[config.mk]
export PLATFORM = sky130hd
export DESIGN_NAME = sdma_engine
export DESIGN_NICKNAME = d
export VERILOG_FILES = /design/src/sdma_pkg.sv /design/src/sdma_engine.sv
export SDC_FILE = /design/constraint.sdc
export NUM_CORES = 1
export LEC_CHECK = 0
export ABC_AREA = 1
export BUFFER_PORTS_ARGS = -buffer_cell sky130_fd_sc_hd__buf_2
export CAP_MARGIN = 20
export CORE_ASPECT_RATIO = 2
export CORE_UTILIZATION = 45
export CTS_CLUSTER_DIAMETER = 60
export DETAILED_ROUTE_END_ITERATION = 10
export GPL_ROUTABILITY_DRIVEN = 0
export GPL_TIMING_DRIVEN = 0
export PLACE_DENSITY = 0.68
export SLEW_MARGIN = 20
export SYNTH_ARGS = -nofsm -noshare
export SYNTH_HDL_FRONTEND = slang
export SYNTH_SLANG_ARGS = --single-unit
[constraint.sdc]
create_clock -name clk_sys_i -period 2.1 [get_ports clk_sys_i]
set_input_delay 0.105 -clock clk_sys_i [delete_from_list [all_inputs] [get_ports clk_sys_i]]
set_output_delay 0.105 -clock clk_sys_i [all_outputs]
set_load 0.02 [all_outputs]
[src/sdma_pkg.sv]
// sdma_pkg: constants, codes and carrier types of the one-channel byte dma
// assumes a paged 8-bit special-function-register bus and one system clock
package sdma_pkg;
  // register addresses on the paged bus
  localparam logic [7:0] ADDR_DMA   = 8'h94;
  localparam logic [7:0] ADDR_TCON  = 8'hc8;
  localparam logic [7:0] ADDR_TRL   = 8'hca;
  localparam logic [7:0] ADDR_TRH   = 8'hcb;
  localparam logic [7:0] ADDR_TCL   = 8'hcc;
  localparam logic [7:0] ADDR_TCH   = 8'hcd;
  // pages: control on 0..7, configuration on 8, path on 9, timers 3 and 4
  localparam logic [3:0] PAGE_CR_LAST = 4'h7;
  localparam logic [3:0] PAGE_CG      = 4'h8;
  localparam logic [3:0] PAGE_DS      = 4'h9;
  localparam logic [3:0] PAGE_CNT     = 4'h3;
  localparam logic [3:0] PAGE_ADR     = 4'h4;
  // dma_control fields
  localparam int CR_EN   = 3;
  localparam int CR_GO   = 2;
  localparam int CR_IE   = 1;
  localparam int CR_DONE = 0;
  localparam logic [7:0] CR_MASK = 8'h0f;
  // dma_configuration fields
  localparam int CG_PRIO_HI = 7;
  localparam int CG_PRIO_LO = 6;
  localparam int CG_CRC     = 5;
  localparam int CG_TRIG_HI = 3;
  localparam int CG_TRIG_LO = 2;
  localparam int CG_LOOP    = 0;
  localparam logic [7:0] CG_MASK = 8'hed;
  // timer control fields
  localparam int TC_TF     = 7;
  localparam int TC_CKS_HI = 5;
  localparam int TC_CKS_LO = 4;
  localparam int TC_IE     = 3;
  localparam int TC_RUN    = 2;
  localparam int TC_GAT_HI = 1;
  localparam int TC_GAT_LO = 0;
  localparam logic [7:0] TC_MASK = 8'hbf;
  // path codes
  localparam logic [3:0] PATH_OFF    = 4'h0;
  localparam logic [3:0] PATH_PERIPH = 4'h7;
  localparam logic [3:0] PATH_ADC    = 4'h9;
  localparam logic [3:0] PATH_EMB    = 4'hb;
  localparam logic [3:0] PATH_CRC    = 4'hd;
  localparam logic [3:0] PATH_EXPANDED_RAM   = 4'hf;
  // trigger, clock and gate selections
  localparam logic [1:0] TRIG_SW   = 2'h0;
  localparam logic [1:0] TRIG_INT2 = 2'h1;
  localparam logic [1:0] TRIG_BRK  = 2'h2;
  localparam logic [1:0] TRIG_KBI  = 2'h3;
  localparam logic [1:0] CKS_DIV12 = 2'h0;
  localparam logic [1:0] CKS_PIN   = 2'h1;
  localparam logic [1:0] CKS_SYS   = 2'h2;
  localparam logic [1:0] CKS_EXT   = 2'h3;
  localparam logic [1:0] GAT_NONE  = 2'h0;
  localparam logic [1:0] GAT_IRQ   = 2'h1;
  localparam logic [1:0] GAT_INT2  = 2'h2;
  localparam logic [1:0] GAT_EXT   = 2'h3;
  // counting constants
  localparam logic [3:0]  PRESC_LAST = 4'hb;
  localparam logic [15:0] CNT_LAST   = 16'hffff;
  localparam logic [15:0] CNT_STEP   = 16'h0001;

  typedef enum logic [1:0] {
    SDMA_IDLE  = 2'b00,
    SDMA_FETCH = 2'b01,
    SDMA_STORE = 2'b11
  } sdma_state_t;

  // register bus request
  typedef struct packed {
    logic [3:0] page;
    logic [7:0] addr;
    logic       wr;
    logic       rd;
    logic [7:0] wdata;
  } sdma_sfr_req_t;

  // event and pin inputs
  typedef struct packed {
    logic ext_irq0_event;
    logic ext_irq1_event;
    logic ext_irq2_event;
    logic break_mod1_event;
    logic keypad_event;
    logic timer3_ext_input;
    logic timer2_ext_input;
    logic address_pin;
    logic count_pin;
  } sdma_events_t;

  // whole state of the engine
  typedef struct packed {
    logic [7:0]       cr;
    logic [7:0]       cg;
    logic [7:0]       ds;
    logic [1:0][7:0]  tcon;
    logic [1:0][15:0] cnt;
    logic [1:0][15:0] rld;
    logic [3:0]       presc;
    logic [3:0]       pin_prev;
    sdma_state_t      st;
    logic [7:0]       data;
    logic [7:0]       rdata;
    logic             src_rd;
    logic             dst_wr;
    logic             crc_wr;
    logic             irq;
    logic [1:0]       prio;
  } sdma_regs_t;

  localparam sdma_regs_t REGS_RESET = '0;
endpackage : sdma_pkg

[src/sdma_engine.sv]
// sdma_engine: one-channel byte dma with transfer-count and address timers
// assumes synchronous inputs, peripherals that hold their ready level and
// a source that drives its byte in the cycle its read strobe is high
//
// Functional notes
// - engine enable bit gates every dma transaction
// - setting transfer go bit starts or resumes a block transfer
// - end of transfer clears go bit unless loop mode is on; software zero only suspends
// - completion flag set at end of transfer, held until written zero
// - completion flag raises shared interrupt when its enable is set
// - configuration bits seven and six carry interrupt priority out
// - checksum copy enable sends each moved byte to the crc unit too
// - trigger field picks software, irq2, break module or keypad start
// - circular mode bit selects loop operation
// - source path field selects the byte source
// - dest path field selects the byte destination
// - count timer clock: system_clock/12, pin, system_clock, timer2 input
// - count timer overflow flag set on overflow, held until cleared
// - count timer overflow flag requests shared interrupt when enabled
// - count timer gate: none, not irq0, not irq2, timer3 input
// - address timer clock: system_clock/12, pin, system_clock, timer3 input
// - address timer overflow flag set on overflow, held until cleared
// - address timer overflow flag requests shared interrupt if enabled
// - address timer gate: none, not irq1, not irq2, timer2 input
// - counter steps per byte; rollover ends transfer and reloads it
// - address steps per ram byte and reloads at end of transfer
// - loop mode reloads both and keeps serving without new go
// - suspend takes effect only after the byte in flight completes
`timescale 1ns/1ps
module sdma_engine (
  input  wire logic                  clk_sys_i,
  input  wire logic                  reset_n_i,
  input  wire logic                  ce_i,
  input  wire sdma_pkg::sdma_sfr_req_t sfr_req_i,
  output logic [7:0]                 sfr_rdata_o,
  input  wire sdma_pkg::sdma_events_t evt_i,
  input  wire logic                  src_ready_i,
  input  wire logic [7:0]            src_data_i,
  input  wire logic                  dst_ready_i,
  output logic [3:0]                 src_sel_o,
  output logic [3:0]                 dst_sel_o,
  output logic                       src_rd_o,
  output logic                       dst_wr_o,
  output logic                       crc_wr_o,
  output logic [7:0]                 xfer_data_o,
  output logic [15:0]                expanded_ram_addr_o,
  output logic                       irq_o,
  output logic [1:0]                 irq_prio_o
);

  sdma_pkg::sdma_regs_t q;
  sdma_pkg::sdma_regs_t n;

  // legal source codes
  function automatic logic src_ok(input logic [3:0] c);
    src_ok = (c != sdma_pkg::PATH_OFF) && ((c <= sdma_pkg::PATH_PERIPH)
           || (c == sdma_pkg::PATH_ADC) || (c == sdma_pkg::PATH_EMB)
           || (c == sdma_pkg::PATH_EXPANDED_RAM));
  endfunction : src_ok

  // legal destination codes
  function automatic logic dst_ok(input logic [3:0] c);
    dst_ok = (c != sdma_pkg::PATH_OFF) && ((c <= sdma_pkg::PATH_PERIPH)
           || (c == sdma_pkg::PATH_CRC) || (c == sdma_pkg::PATH_EMB)
           || (c == sdma_pkg::PATH_EXPANDED_RAM));
  endfunction : dst_ok

  // next-state logic of the whole block
  always_comb begin
    logic       en;
    logic       loop_on;
    logic       presc_tick;
    logic [3:0] pin_now;
    logic [3:0] pin_fall;
    logic [1:0] tick;
    logic [1:0] gate;
    logic [1:0] set_tf;
    logic       set_dcf;
    logic       set_go;
    logic       clr_go;
    logic       trig_hit;
    logic       path_ok;
    logic       expanded_ram_hit;
    logic [3:0] src_c;
    logic [3:0] dst_c;
    logic       ti;
    logic       tpage;
    logic [7:0] rd_mux;
    n          = q;
    en         = q.cr[sdma_pkg::CR_EN];
    loop_on    = q.cg[sdma_pkg::CG_LOOP];
    src_c      = q.ds[7:4];
    dst_c      = q.ds[3:0];
    set_tf     = 2'b00;
    set_dcf    = 1'b0;
    set_go     = 1'b0;
    clr_go     = 1'b0;
    trig_hit   = 1'b0;
    tick       = 2'b00;
    gate       = 2'b00;
    rd_mux     = 8'h00;
    n.src_rd   = 1'b0;
    n.dst_wr   = 1'b0;
    n.crc_wr   = 1'b0;

    // path check: both ends legal, never ram to ram or bus to bus
    path_ok  = src_ok(src_c) && dst_ok(dst_c)
             && !((src_c == sdma_pkg::PATH_EXPANDED_RAM)
                  && (dst_c == sdma_pkg::PATH_EXPANDED_RAM))
             && !((src_c == sdma_pkg::PATH_EMB)
                  && (dst_c == sdma_pkg::PATH_EMB));
    expanded_ram_hit = (src_c == sdma_pkg::PATH_EXPANDED_RAM) || (dst_c == sdma_pkg::PATH_EXPANDED_RAM);

    // divide-by-12 prescaler and falling edges of count inputs
    presc_tick = (q.presc == sdma_pkg::PRESC_LAST);
    n.presc    = presc_tick ? 4'h0 : q.presc + 4'h1;
    pin_now    = {evt_i.timer3_ext_input, evt_i.timer2_ext_input,
                  evt_i.address_pin, evt_i.count_pin};
    n.pin_prev = pin_now;
    pin_fall   = q.pin_prev & ~pin_now;

    // general timers, frozen while the dma owns them
    for (int i = 0; i < 2; i++) begin
      unique case (q.tcon[i][sdma_pkg::TC_CKS_HI:sdma_pkg::TC_CKS_LO])
        sdma_pkg::CKS_DIV12: tick[i] = presc_tick;
        sdma_pkg::CKS_PIN:   tick[i] = pin_fall[i];
        sdma_pkg::CKS_SYS:   tick[i] = 1'b1;
        sdma_pkg::CKS_EXT:   tick[i] = pin_fall[2 + i];
      endcase
      unique case (q.tcon[i][sdma_pkg::TC_GAT_HI:sdma_pkg::TC_GAT_LO])
        sdma_pkg::GAT_NONE: gate[i] = 1'b1;
        sdma_pkg::GAT_IRQ:  gate[i] = (i == 0) ? ~evt_i.ext_irq0_event
                                               : ~evt_i.ext_irq1_event;
        sdma_pkg::GAT_INT2: gate[i] = ~evt_i.ext_irq2_event;
        sdma_pkg::GAT_EXT:  gate[i] = (i == 0) ? evt_i.timer3_ext_input
                                               : evt_i.timer2_ext_input;
      endcase
      if (!en && q.tcon[i][sdma_pkg::TC_RUN] && tick[i] && gate[i]) begin
        if (q.cnt[i] == sdma_pkg::CNT_LAST) begin
          n.cnt[i]  = q.rld[i];
          set_tf[i] = 1'b1;
        end else begin
          n.cnt[i]  = q.cnt[i] + sdma_pkg::CNT_STEP;
        end
      end
    end

    // byte transaction sequencer: idle, fetch, store
    unique case (q.st)
      sdma_pkg::SDMA_IDLE: begin
        if (en && q.cr[sdma_pkg::CR_GO] && path_ok
            && src_ready_i && dst_ready_i) begin
          n.st     = sdma_pkg::SDMA_FETCH;
          n.src_rd = 1'b1;
        end
      end
      sdma_pkg::SDMA_FETCH: begin
        if (!en) begin
          n.st     = sdma_pkg::SDMA_IDLE;
        end else begin
          n.data   = src_data_i;
          n.dst_wr = 1'b1;
          n.crc_wr = q.cg[sdma_pkg::CG_CRC]
                   && (dst_c != sdma_pkg::PATH_CRC);
          n.st     = sdma_pkg::SDMA_STORE;
        end
      end
      sdma_pkg::SDMA_STORE: begin
        n.st = sdma_pkg::SDMA_IDLE;
        if (en) begin
          if (expanded_ram_hit) begin
            n.cnt[1] = q.cnt[1] + sdma_pkg::CNT_STEP;
          end
          if (q.cnt[0] == sdma_pkg::CNT_LAST) begin
            n.cnt[0] = q.rld[0];
            n.cnt[1] = q.rld[1];
            set_dcf  = 1'b1;
            clr_go   = !loop_on;
          end else begin
            n.cnt[0] = q.cnt[0] + sdma_pkg::CNT_STEP;
          end
        end
      end
      default: n.st = sdma_pkg::SDMA_IDLE;
    endcase
    if (clr_go) begin
      n.cr[sdma_pkg::CR_GO] = 1'b0;
    end

    // external start sources
    unique case (q.cg[sdma_pkg::CG_TRIG_HI:sdma_pkg::CG_TRIG_LO])
      sdma_pkg::TRIG_SW:   trig_hit = 1'b0;
      sdma_pkg::TRIG_INT2: trig_hit = evt_i.ext_irq2_event;
      sdma_pkg::TRIG_BRK:  trig_hit = evt_i.break_mod1_event;
      sdma_pkg::TRIG_KBI:  trig_hit = evt_i.keypad_event;
    endcase
    set_go = en && trig_hit;

    // register writes; reserved bits are dropped
    tpage = (sfr_req_i.page == sdma_pkg::PAGE_CNT)
          || (sfr_req_i.page == sdma_pkg::PAGE_ADR);
    ti    = (sfr_req_i.page == sdma_pkg::PAGE_ADR);
    if (sfr_req_i.wr) begin
      if (sfr_req_i.addr == sdma_pkg::ADDR_DMA) begin
        if (sfr_req_i.page <= sdma_pkg::PAGE_CR_LAST) begin
          n.cr = sfr_req_i.wdata & sdma_pkg::CR_MASK;
        end else if (sfr_req_i.page == sdma_pkg::PAGE_CG) begin
          n.cg = sfr_req_i.wdata & sdma_pkg::CG_MASK;
        end else if (sfr_req_i.page == sdma_pkg::PAGE_DS) begin
          n.ds = sfr_req_i.wdata;
        end
      end else if (tpage) begin
        unique case (sfr_req_i.addr)
          sdma_pkg::ADDR_TCON: n.tcon[ti] = sfr_req_i.wdata
                                          & sdma_pkg::TC_MASK;
          sdma_pkg::ADDR_TRL:  n.rld[ti][7:0]  = sfr_req_i.wdata;
          sdma_pkg::ADDR_TRH:  n.rld[ti][15:8] = sfr_req_i.wdata;
          sdma_pkg::ADDR_TCL:  n.cnt[ti][7:0]  = sfr_req_i.wdata;
          sdma_pkg::ADDR_TCH:  n.cnt[ti][15:8] = sfr_req_i.wdata;
          default: ;
        endcase
      end
    end

    // hardware sets win over a same-cycle software clear
    if (set_dcf) begin
      n.cr[sdma_pkg::CR_DONE] = 1'b1;
    end
    if (set_go) begin
      n.cr[sdma_pkg::CR_GO] = 1'b1;
    end
    for (int i = 0; i < 2; i++) begin
      if (set_tf[i]) begin
        n.tcon[i][sdma_pkg::TC_TF] = 1'b1;
      end
    end

    // read data, latched on the read strobe
    if (sfr_req_i.addr == sdma_pkg::ADDR_DMA) begin
      if (sfr_req_i.page <= sdma_pkg::PAGE_CR_LAST) begin
        rd_mux = q.cr;
      end else if (sfr_req_i.page == sdma_pkg::PAGE_CG) begin
        rd_mux = q.cg;
      end else if (sfr_req_i.page == sdma_pkg::PAGE_DS) begin
        rd_mux = q.ds;
      end
    end else if (tpage) begin
      unique case (sfr_req_i.addr)
        sdma_pkg::ADDR_TCON: rd_mux = q.tcon[ti];
        sdma_pkg::ADDR_TRL:  rd_mux = q.rld[ti][7:0];
        sdma_pkg::ADDR_TRH:  rd_mux = q.rld[ti][15:8];
        sdma_pkg::ADDR_TCL:  rd_mux = q.cnt[ti][7:0];
        sdma_pkg::ADDR_TCH:  rd_mux = q.cnt[ti][15:8];
        default:             rd_mux = 8'h00;
      endcase
    end
    if (sfr_req_i.rd) begin
      n.rdata = rd_mux;
    end

    // shared interrupt request and its priority
    n.irq  = (q.cr[sdma_pkg::CR_DONE] && q.cr[sdma_pkg::CR_IE])
           || (q.tcon[0][sdma_pkg::TC_TF]
               && q.tcon[0][sdma_pkg::TC_IE])
           || (q.tcon[1][sdma_pkg::TC_TF]
               && q.tcon[1][sdma_pkg::TC_IE]);
    n.prio = q.cg[sdma_pkg::CG_PRIO_HI:sdma_pkg::CG_PRIO_LO];
  end

  // state register, frozen while the clock enable is low
  always_ff @(posedge clk_sys_i) begin
    if (!reset_n_i) begin
      q <= sdma_pkg::REGS_RESET;
    end else if (ce_i) begin
      q <= n;
    end
  end

  // outputs straight from the state register
  assign sfr_rdata_o = q.rdata;
  assign src_sel_o   = q.ds[7:4];
  assign dst_sel_o   = q.ds[3:0];
  assign src_rd_o    = q.src_rd;
  assign dst_wr_o    = q.dst_wr;
  assign crc_wr_o    = q.crc_wr;
  assign xfer_data_o = q.data;
  assign expanded_ram_addr_o = q.cnt[1];
  assign irq_o       = q.irq;
  assign irq_prio_o  = q.prio;
endmodule : sdma_engine

==> Yosys cells after proc, flatten, opt, wreduce, memory -nomap -nowiden <==
Index checks and enable logic that the tools add are counted.
{ "totals": {"ff_bits": 130, "input_bits": 44, "out_inout_bits": 46, "elab_cells": 215} }
{ "op_classes": {"n_addsub": 3, "order_cmp": 5, "n_eq_ne": 40, "muxes": 70, "n_bitwise": 8, "n_reduce_logical": 66} }
{ "op_table": {"columns": ["operator", "count"], "rows": [
  ["$mux W16", 13],
  ["$mux W80", 2],
  ["$bwmux W32", 4],
  ["$pmux W32 S2", 2],
  ["$mux W99", 1],
  ["$mux W8", 12],
  ["$mux W32", 2],
  ["$eq A8 B8 Y1 const B", 6],
  ["$pmux W8 S5", 1],
  ["$eq A4 B4 Y1 const B", 9],
  ["$add A16 B1 Y16 const B", 2],
  ["$demux W16 S1", 2],
  ["$eq A16 B16 Y1 const B", 2],
  ["$reduce_and A5 Y1", 5],
  ["$logic_and A1 B1 Y1", 23],
  ["$eq A2 B2 Y1 const B", 11],
  ["$pmux W1 S4", 5],
  ["$reduce_bool A2 Y1", 10],
  ["$mux W19", 1],
  ["$bwmux W16", 1],
  ["$mux W1", 16],
  ["$eq A2 B1 Y1 const B", 6],
  ["$le A4 B3 Y1 const B", 3],
  ["$logic_not A2 Y1", 6],
  ["other kinds (22)", 47]
]} }

==> Logic depth before layout (Yosys ltp) <==
{ "depth": {"word_depth": 16, "depth_mapped": 16, "ltp_nobuf": 15} }

==> Worst setup path after synthesis <==
Ideal clock, no wire load.
{ "synth_path": {"kind": "register to register", "start": "register q[28] (netlist bit)", "end": "register q (netlist bit expanded_ram_addr_o[11])", "setup_ps": 132, "arrival_ps": 1758, "required_time_ps": 1968, "slack_ps": 210, "stages_incl_launch_ff": 13, "path_buffers": 2, "synth_period_minus_slack_ps": 1890, "path_cell_list": "dfxtp_1 -> ha_1 -> nand3_1 -> nand3_1 -> nand2_1 -> nor2_1 -> buf_2 -> clkbuf_1 -> nand3b_1 -> o211ai_1 -> nand2_1 -> nand3_1 -> a21oi_1"} }
{ "synth_between": {"elab_chain_cells": 14, "word_cells_on_any_way": 15, "classes_between": "eq/ne: 1; mux: 12; reduce/logical: 2"} }
{ "synth_rtl": {"columns": ["item", "line_no", "text"], "rows": [
  ["start: declaration", "sdma_engine.sv:51", "sdma_pkg::sdma_regs_t q;"],
  ["start signal: assignment", "sdma_engine.sv:273", "q <= sdma_pkg::REGS_RESET;"],
  ["start signal: assignment", "sdma_engine.sv:275", "q <= n;"],
  ["$eq A4 B4 Y1 (*)", "sdma_engine.sv:115", "presc_tick = (q.presc == sdma_pkg::PRESC_LAST);"],
  ["$pmux W1 S4 (*)", "sdma_engine.sv:124", "unique case (q.tcon[i][sdma_pkg::TC_CKS_HI:sdma_pkg::TC_CKS_LO])"],
  ["$logic_and A1 B1 Y1 (*) (2 in series)", "sdma_engine.sv:138", "if (!en && q.tcon[i][sdma_pkg::TC_RUN] && tick[i] && gate[i]) begin"],
  ["$mux W16 (*)", "sdma_engine.sv:138", null],
  ["$mux W16", "sdma_engine.sv:171", "if (expanded_ram_hit) begin"],
  ["$mux W16", "sdma_engine.sv:174", "if (q.cnt[0] == sdma_pkg::CNT_LAST) begin"],
  ["$mux W32", "sdma_engine.sv:170", "if (en) begin"],
  ["$mux W32 (*)", "sdma_engine.sv:149", "unique case (q.st)"],
  ["$bwmux W32, on equally long branches", "sdma_engine.sv:219, sdma_engine.sv:218", null],
  ["$pmux W32 S2", "sdma_engine.sv:213", "unique case (sfr_req_i.addr)"],
  ["$mux W80", "sdma_engine.sv:212", "end else if (tpage) begin"],
  ["$mux W80", "sdma_engine.sv:204", "if (sfr_req_i.addr == sdma_pkg::ADDR_DMA) begin"],
  ["$mux W99 (*)", "sdma_engine.sv:203", "if (sfr_req_i.wr) begin"]
]} }
Mark *: on every way between the ends. The rest lies on a longest branch, timed or not. The select of a mux whose other input is x is not followed.
A chain may end at the register's enable or synchronous reset.

==> Worst setup path in the final report <==
{ "layout_path": {"start": "register q (netlist bit dst_sel_o[1])", "end": "register q (netlist bit expanded_ram_addr_o[2])"} }
{ "layout_between": {"elab_chain_cells": 11, "word_cells_on_any_way": 12, "classes_between": "eq/ne: 1; mux: 10; reduce/logical: 1"} }
{ "layout_rtl": {"columns": ["item", "line_no", "text"], "rows": [
  ["$eq A4 B4 Y1 (*)", "sdma_engine.sv:112", "expanded_ram_hit = (src_c == sdma_pkg::PATH_EXPANDED_RAM) || (dst_c == sdma_pkg::PATH_EXPANDED_RAM);"],
  ["$logic_or A1 B1 Y1 (*)", "sdma_engine.sv:112", null],
  ["$mux W16 (*)", "sdma_engine.sv:171", null],
  ["$mux W16 (*)", "sdma_engine.sv:174", null],
  ["$mux W32 (*)", "sdma_engine.sv:170", null],
  ["$mux W32 (*)", "sdma_engine.sv:149", null],
  ["$bwmux W32, on equally long branches", "sdma_engine.sv:219, sdma_engine.sv:218", null],
  ["$pmux W32 S2", "sdma_engine.sv:213", null],
  ["$mux W80", "sdma_engine.sv:212", null],
  ["$mux W80", "sdma_engine.sv:204", null],
  ["$mux W99 (*)", "sdma_engine.sv:203", null]
]} }
Marks and branches as above.

==> flow_results.xml <==
<?xml version="1.0" encoding="UTF-8"?>
<metrics>
  <group name="setup_path">
    <metric name="cp_max_fo" unit="">9</metric>
    <metric name="crit_start" unit="">dst_sel_o[1]</metric>
    <metric name="critPathCaptureType" unit="">register</metric>
    <metric name="r2r_slack" unit="ns">0.05</metric>
    <metric name="reg2reg_depth" unit="">11</metric>
    <metric name="start_kind" unit="">register</metric>
    <metric name="crit-reg2reg-launch" unit="">dst_sel_o[1]</metric>
    <metric name="crit_type" unit="">register to register</metric>
    <metric name="worst-endpoint-arrival" unit="ns">2.37</metric>
    <metric name="critical_r2r_capture" unit="">expanded_ram_addr_o[2]</metric>
    <metric name="cp_data_required_time" unit="ns">2.42</metric>
  </group>
  <group name="sta">
    <metric name="hold_viol" unit="">0</metric>
    <metric name="fin_worst_skew" unit="ns">0.008701</metric>
    <metric name="fmax" unit="GHz">0.4873</metric>
    <metric name="worst_slew_margin_rel" unit="">0.2741</metric>
    <metric name="post-route-worst-setup-slack" unit="ns">0.04806</metric>
    <metric name="min_period" unit="ns">2.052</metric>
    <metric name="max_slew.worst_pin.slew" unit="ns">1.089</metric>
    <metric name="fin_setup_tns" unit="ns">0</metric>
    <metric name="report.final.setup_viol" unit="">0</metric>
    <metric name="fin_crit_sh" unit="">0.9771</metric>
    <metric name="finalHoldWorstSlack" unit="ns">0.08454</metric>
    <metric name="grt_setup_unrepaired" unit="">true</metric>
    <metric name="number_of_max_slew_violations_in_the_final_report" unit="">0</metric>
  </group>
  <group name="synth">
    <metric name="synthFlopType" unit="">sky130_fd_sc_hd__dfxtp_1</metric>
    <metric name="synth_enable_flop_cells" unit="">0</metric>
    <metric name="yosys_register_bits" unit="">130</metric>
    <metric name="syn-mean-instance-area" unit="µm²">6.513</metric>
    <metric name="yosysWarningCount" unit="">0</metric>
    <metric name="ys_async_sr_fraction" unit="">0</metric>
    <metric name="post_synth_instance_area" unit="µm²">8538</metric>
    <metric name="synth_largest_type_area_fraction" unit="">0.3048</metric>
    <metric name="postSynthNetCount" unit="">1358</metric>
    <metric name="yosys.area.top_type" unit="">sky130_fd_sc_hd__dfxtp_1</metric>
    <metric name="syn_inst" unit="">1311</metric>
    <metric name="synth.yosys.seq_area_share" unit="">0.3048</metric>
    <metric name="netlist_top_cells_area" unit="">sky130_fd_sc_hd__dfxtp_1 (30%), sky130_fd_sc_hd__nand2_1 (11%), sky130_fd_sc_hd__o21ai_0 (9.1%)</metric>
    <metric name="synth.lib_cells_used.distinct" unit="">51</metric>
  </group>
  <group name="drt">
    <metric name="vias_per_cell" unit="">6.249</metric>
    <metric name="avgRoutedWirePerCell" unit="µm">24.03</metric>
    <metric name="detail-route-antenna-nets" unit="">0</metric>
    <metric name="dr.first_iter.drc_count" unit="">1184</metric>
    <metric name="dr_vias" unit="">10530</metric>
    <metric name="route.detailed.drc" unit="">0</metric>
    <metric name="final_wirelength" unit="µm">40500</metric>
    <metric name="drt-pass1-iter-count" unit="">8</metric>
  </group>
  <group name="global_route">
    <metric name="antenna_found_initial" unit="">2</metric>
    <metric name="global_route.peak_usage_layer" unit="">met2</metric>
    <metric name="grt_start_max_net_pins" unit="">17</metric>
    <metric name="grt_first_pass_wirelength" unit="µm">59310</metric>
    <metric name="grtUsageTotal" unit="">0.4202</metric>
    <metric name="grt-ovfl-total" unit="">0</metric>
    <metric name="grt.met2_usage" unit="">0.6842</metric>
    <metric name="grt_util_met1" unit="">0.3986</metric>
    <metric name="first_global_vias" unit="">9927</metric>
    <metric name="groute.layer.met3.usage" unit="">0.1532</metric>
  </group>
  <group name="cts">
    <metric name="cts_max_level" unit="">4</metric>
    <metric name="clock_path_buffers" unit="">2</metric>
    <metric name="total_clock_buffers_created_by_cts" unit="">17</metric>
    <metric name="clock_sink_count" unit="">130</metric>
    <metric name="clock_latency" unit="ns">0.44</metric>
    <metric name="clk_transition_reported_paths" unit="ns">0.06</metric>
    <metric name="root_buffer_master" unit="">sky130_fd_sc_hd__clkbuf_16</metric>
    <metric name="cts_tree" unit="">yes</metric>
  </group>
  <group name="hold_path">
    <metric name="worst_hold_path.endpoint" unit="">q[130]</metric>
    <metric name="holdCritPathClass" unit="">primary input to register</metric>
    <metric name="worstHoldStart" unit="">sfr_req_i[2]</metric>
    <metric name="hold-path-cell-count" unit="">3</metric>
  </group>
  <group name="status">
    <metric name="run_status" unit="">finished, final reports clean</metric>
  </group>
  <group name="place">
    <metric name="placed_cell_area" unit="µm²">9239</metric>
    <metric name="dp_hpwl" unit="µm">28680</metric>
    <metric name="place_worst_setup_slack" unit="ns">-0.5162</metric>
    <metric name="io_buffer_count" unit="">86</metric>
  </group>
  <group name="die">
    <metric name="die_width" unit="µm">99.40</metric>
    <metric name="initial_utilization" unit="">0.4642</metric>
    <metric name="die_y" unit="µm">196.8</metric>
    <metric name="placementRows" unit="">70</metric>
    <metric name="fp.dieArea" unit="µm²">19560</metric>
    <metric name="io_pins" unit="">90</metric>
    <metric name="core_region_area" unit="µm²">18390</metric>
  </group>
  <group name="power_and_ir_drop">
    <metric name="total_power" unit="W">0.006392</metric>
    <metric name="leakagePower" unit="nW">4.543</metric>
    <metric name="powerDensity" unit="nW/µm²">605.5</metric>
    <metric name="ir_drop" unit="mV">0.5243</metric>
  </group>
  <group name="final_layout">
    <metric name="final_area" unit="µm²">10560</metric>
    <metric name="syn2layout_area_growth" unit="%">23.65</metric>
    <metric name="design.final.nets" unit="">1502</metric>
    <metric name="drive_gt1_frac" unit="">0.2180</metric>
  </group>
  <group name="run">
    <metric name="cap_viol_max_count" unit="">0</metric>
  </group>
</metrics>
## report_power, final
group          internal [W]  switching (W)  leakage, nW
Sequential          0.00249      0.0000437         1.07
Combinational      0.000166       0.000402         3.16
Clock               0.00208        0.00121        0.312
## kinds of logic (layout without fill, tap and decap cells)
| logic type | count (synthesis) | after routing | share of synthesized area |
|---|---|---|---|
| and+or+nand+nor | 539 | 539 | 0.2915 |
| DFF | 130 | 130 | 0.3048 |
| adders and majority gates | 3 | 3 | 0.004397 |
| other | 0 | 1 | 0 |
| buffers and inverters | 262 | 419 | 0.1391 |
| xor gates and xnor gates | 14 | 14 | 0.01436 |
| AOI/OAI and AO/OA | 363 | 363 | 0.2459 |
## cell type report
type | instances | area [µm²]
fill | 1815 | 7835
multi-input combinational | 919 | 4962
sequential | 130 | 2660
timing repair buffer | 125 | 790.8
inverter | 167 | 634.4
buffer | 95 | 590.6
clock buffer | 20 | 466.7
tap | 216 | 270.3
clock inverter | 12 | 180.2
antenna | 1 | 2.502
## stage by stage
stage / instances / utilization
after global placement: 1613 / 0.5023
after floorplan: 1311 / -
after CTS: 1668 / 0.5557
final: 1685 / 0.5740
after detailed placement: 1613 / 0.5023
after global routing: 1684 / 0.5739
## layer usage
metal / up-vias / routed length, µm
li1: 4676 / -
met1: 4777 / 12460
met2: 759 / 18520
met3: 316 / 4597
met5: - / 13
met4: 2 / 4909
## how the worst max path moves through the flow
stage                              endpoint  cells after the start
detailed placement                    q[73]                     10
CTS                 expanded_ram_addr_o[15]                     13
global placement                      q[73]                     10
finish               expanded_ram_addr_o[2]                     11
global route                          q[73]                     12
floorplan           expanded_ram_addr_o[11]                     12
## worst max-delay path: stages, from the launching register on
cell and delay [ns]:
sky130_fd_sc_hd__dfxtp_1 0.53, sky130_fd_sc_hd__nand2_1 0.16, sky130_fd_sc_hd__nor3_4 0.21, sky130_fd_sc_hd__nor2_4 0.12, sky130_fd_sc_hd__nor2_4 0.16, sky130_fd_sc_hd__inv_2 0.09, sky130_fd_sc_hd__nand2_2 0.14, sky130_fd_sc_hd__inv_1 0.10
sky130_fd_sc_hd__o211ai_1 0.13, sky130_fd_sc_hd__nand2_1 0.10, sky130_fd_sc_hd__o21ai_0 0.09, sky130_fd_sc_hd__a21oi_1 0.09
## repair_timing
| item | CTS | global route |
|---|---|---|
| endpoints found under the setup margin | 32 | 36 |
| pin swaps | 6 | 12 |
| endpoints found under the hold margin | 12 | 0 |
| gates resized for setup | 42 | 68 |
| setup buffers | 11 | 16 |
| hold buffers | 12 | 0 |
## cell usage in the layout, fill, tap and decap left out, types with 12 or more instances in the layout
cell type and count:
sky130_fd_sc_hd__nand2_1 250, sky130_fd_sc_hd__inv_1 156, sky130_fd_sc_hd__o21ai_0 148, sky130_fd_sc_hd__a21oi_1 118, sky130_fd_sc_hd__dfxtp_1 106, sky130_fd_sc_hd__nor2_1 100, sky130_fd_sc_hd__buf_2 92, sky130_fd_sc_hd__nand3_1 78
sky130_fd_sc_hd__buf_4 68, sky130_fd_sc_hd__clkbuf_1 33, sky130_fd_sc_hd__a221oi_1 30, sky130_fd_sc_hd__nand4_1 19, sky130_fd_sc_hd__clkbuf_16 17, sky130_fd_sc_hd__nor2_4 16, sky130_fd_sc_hd__nor3_1 16, sky130_fd_sc_hd__nand2_2 15
sky130_fd_sc_hd__nor2_2 15, sky130_fd_sc_hd__dfxtp_2 13, sky130_fd_sc_hd__o211ai_1 12, sky130_fd_sc_hd__xor2_1 12, sky130_fd_sc_hd__dlygate4sd3_1 12
## synth_stat cells, types with 5 or more instances
cell type	count
sky130_fd_sc_hd__nor2_1	112
sky130_fd_sc_hd__nor2_4	6
sky130_fd_sc_hd__xor2_1	12
sky130_fd_sc_hd__inv_2	5
sky130_fd_sc_hd__o31ai_1	8
sky130_fd_sc_hd__inv_1	158
sky130_fd_sc_hd__nand2_1	260
sky130_fd_sc_hd__o22ai_1	8
sky130_fd_sc_hd__nand4_1	19
sky130_fd_sc_hd__nand3_1	82
sky130_fd_sc_hd__clkbuf_1	35
sky130_fd_sc_hd__a21oi_1	119
sky130_fd_sc_hd__o211ai_1	12
sky130_fd_sc_hd__nor3_1	18
sky130_fd_sc_hd__nand2_2	6
sky130_fd_sc_hd__buf_2	10
sky130_fd_sc_hd__o221ai_1	6
sky130_fd_sc_hd__o2111ai_1	5
sky130_fd_sc_hd__dfxtp_1	130
sky130_fd_sc_hd__o21ai_0	155
sky130_fd_sc_hd__a31oi_1	5
sky130_fd_sc_hd__a221oi_1	30
sky130_fd_sc_hd__nor2_2	13
sky130_fd_sc_hd__buf_4	44
Note: power is estimated with default switching activity, not from simulation.
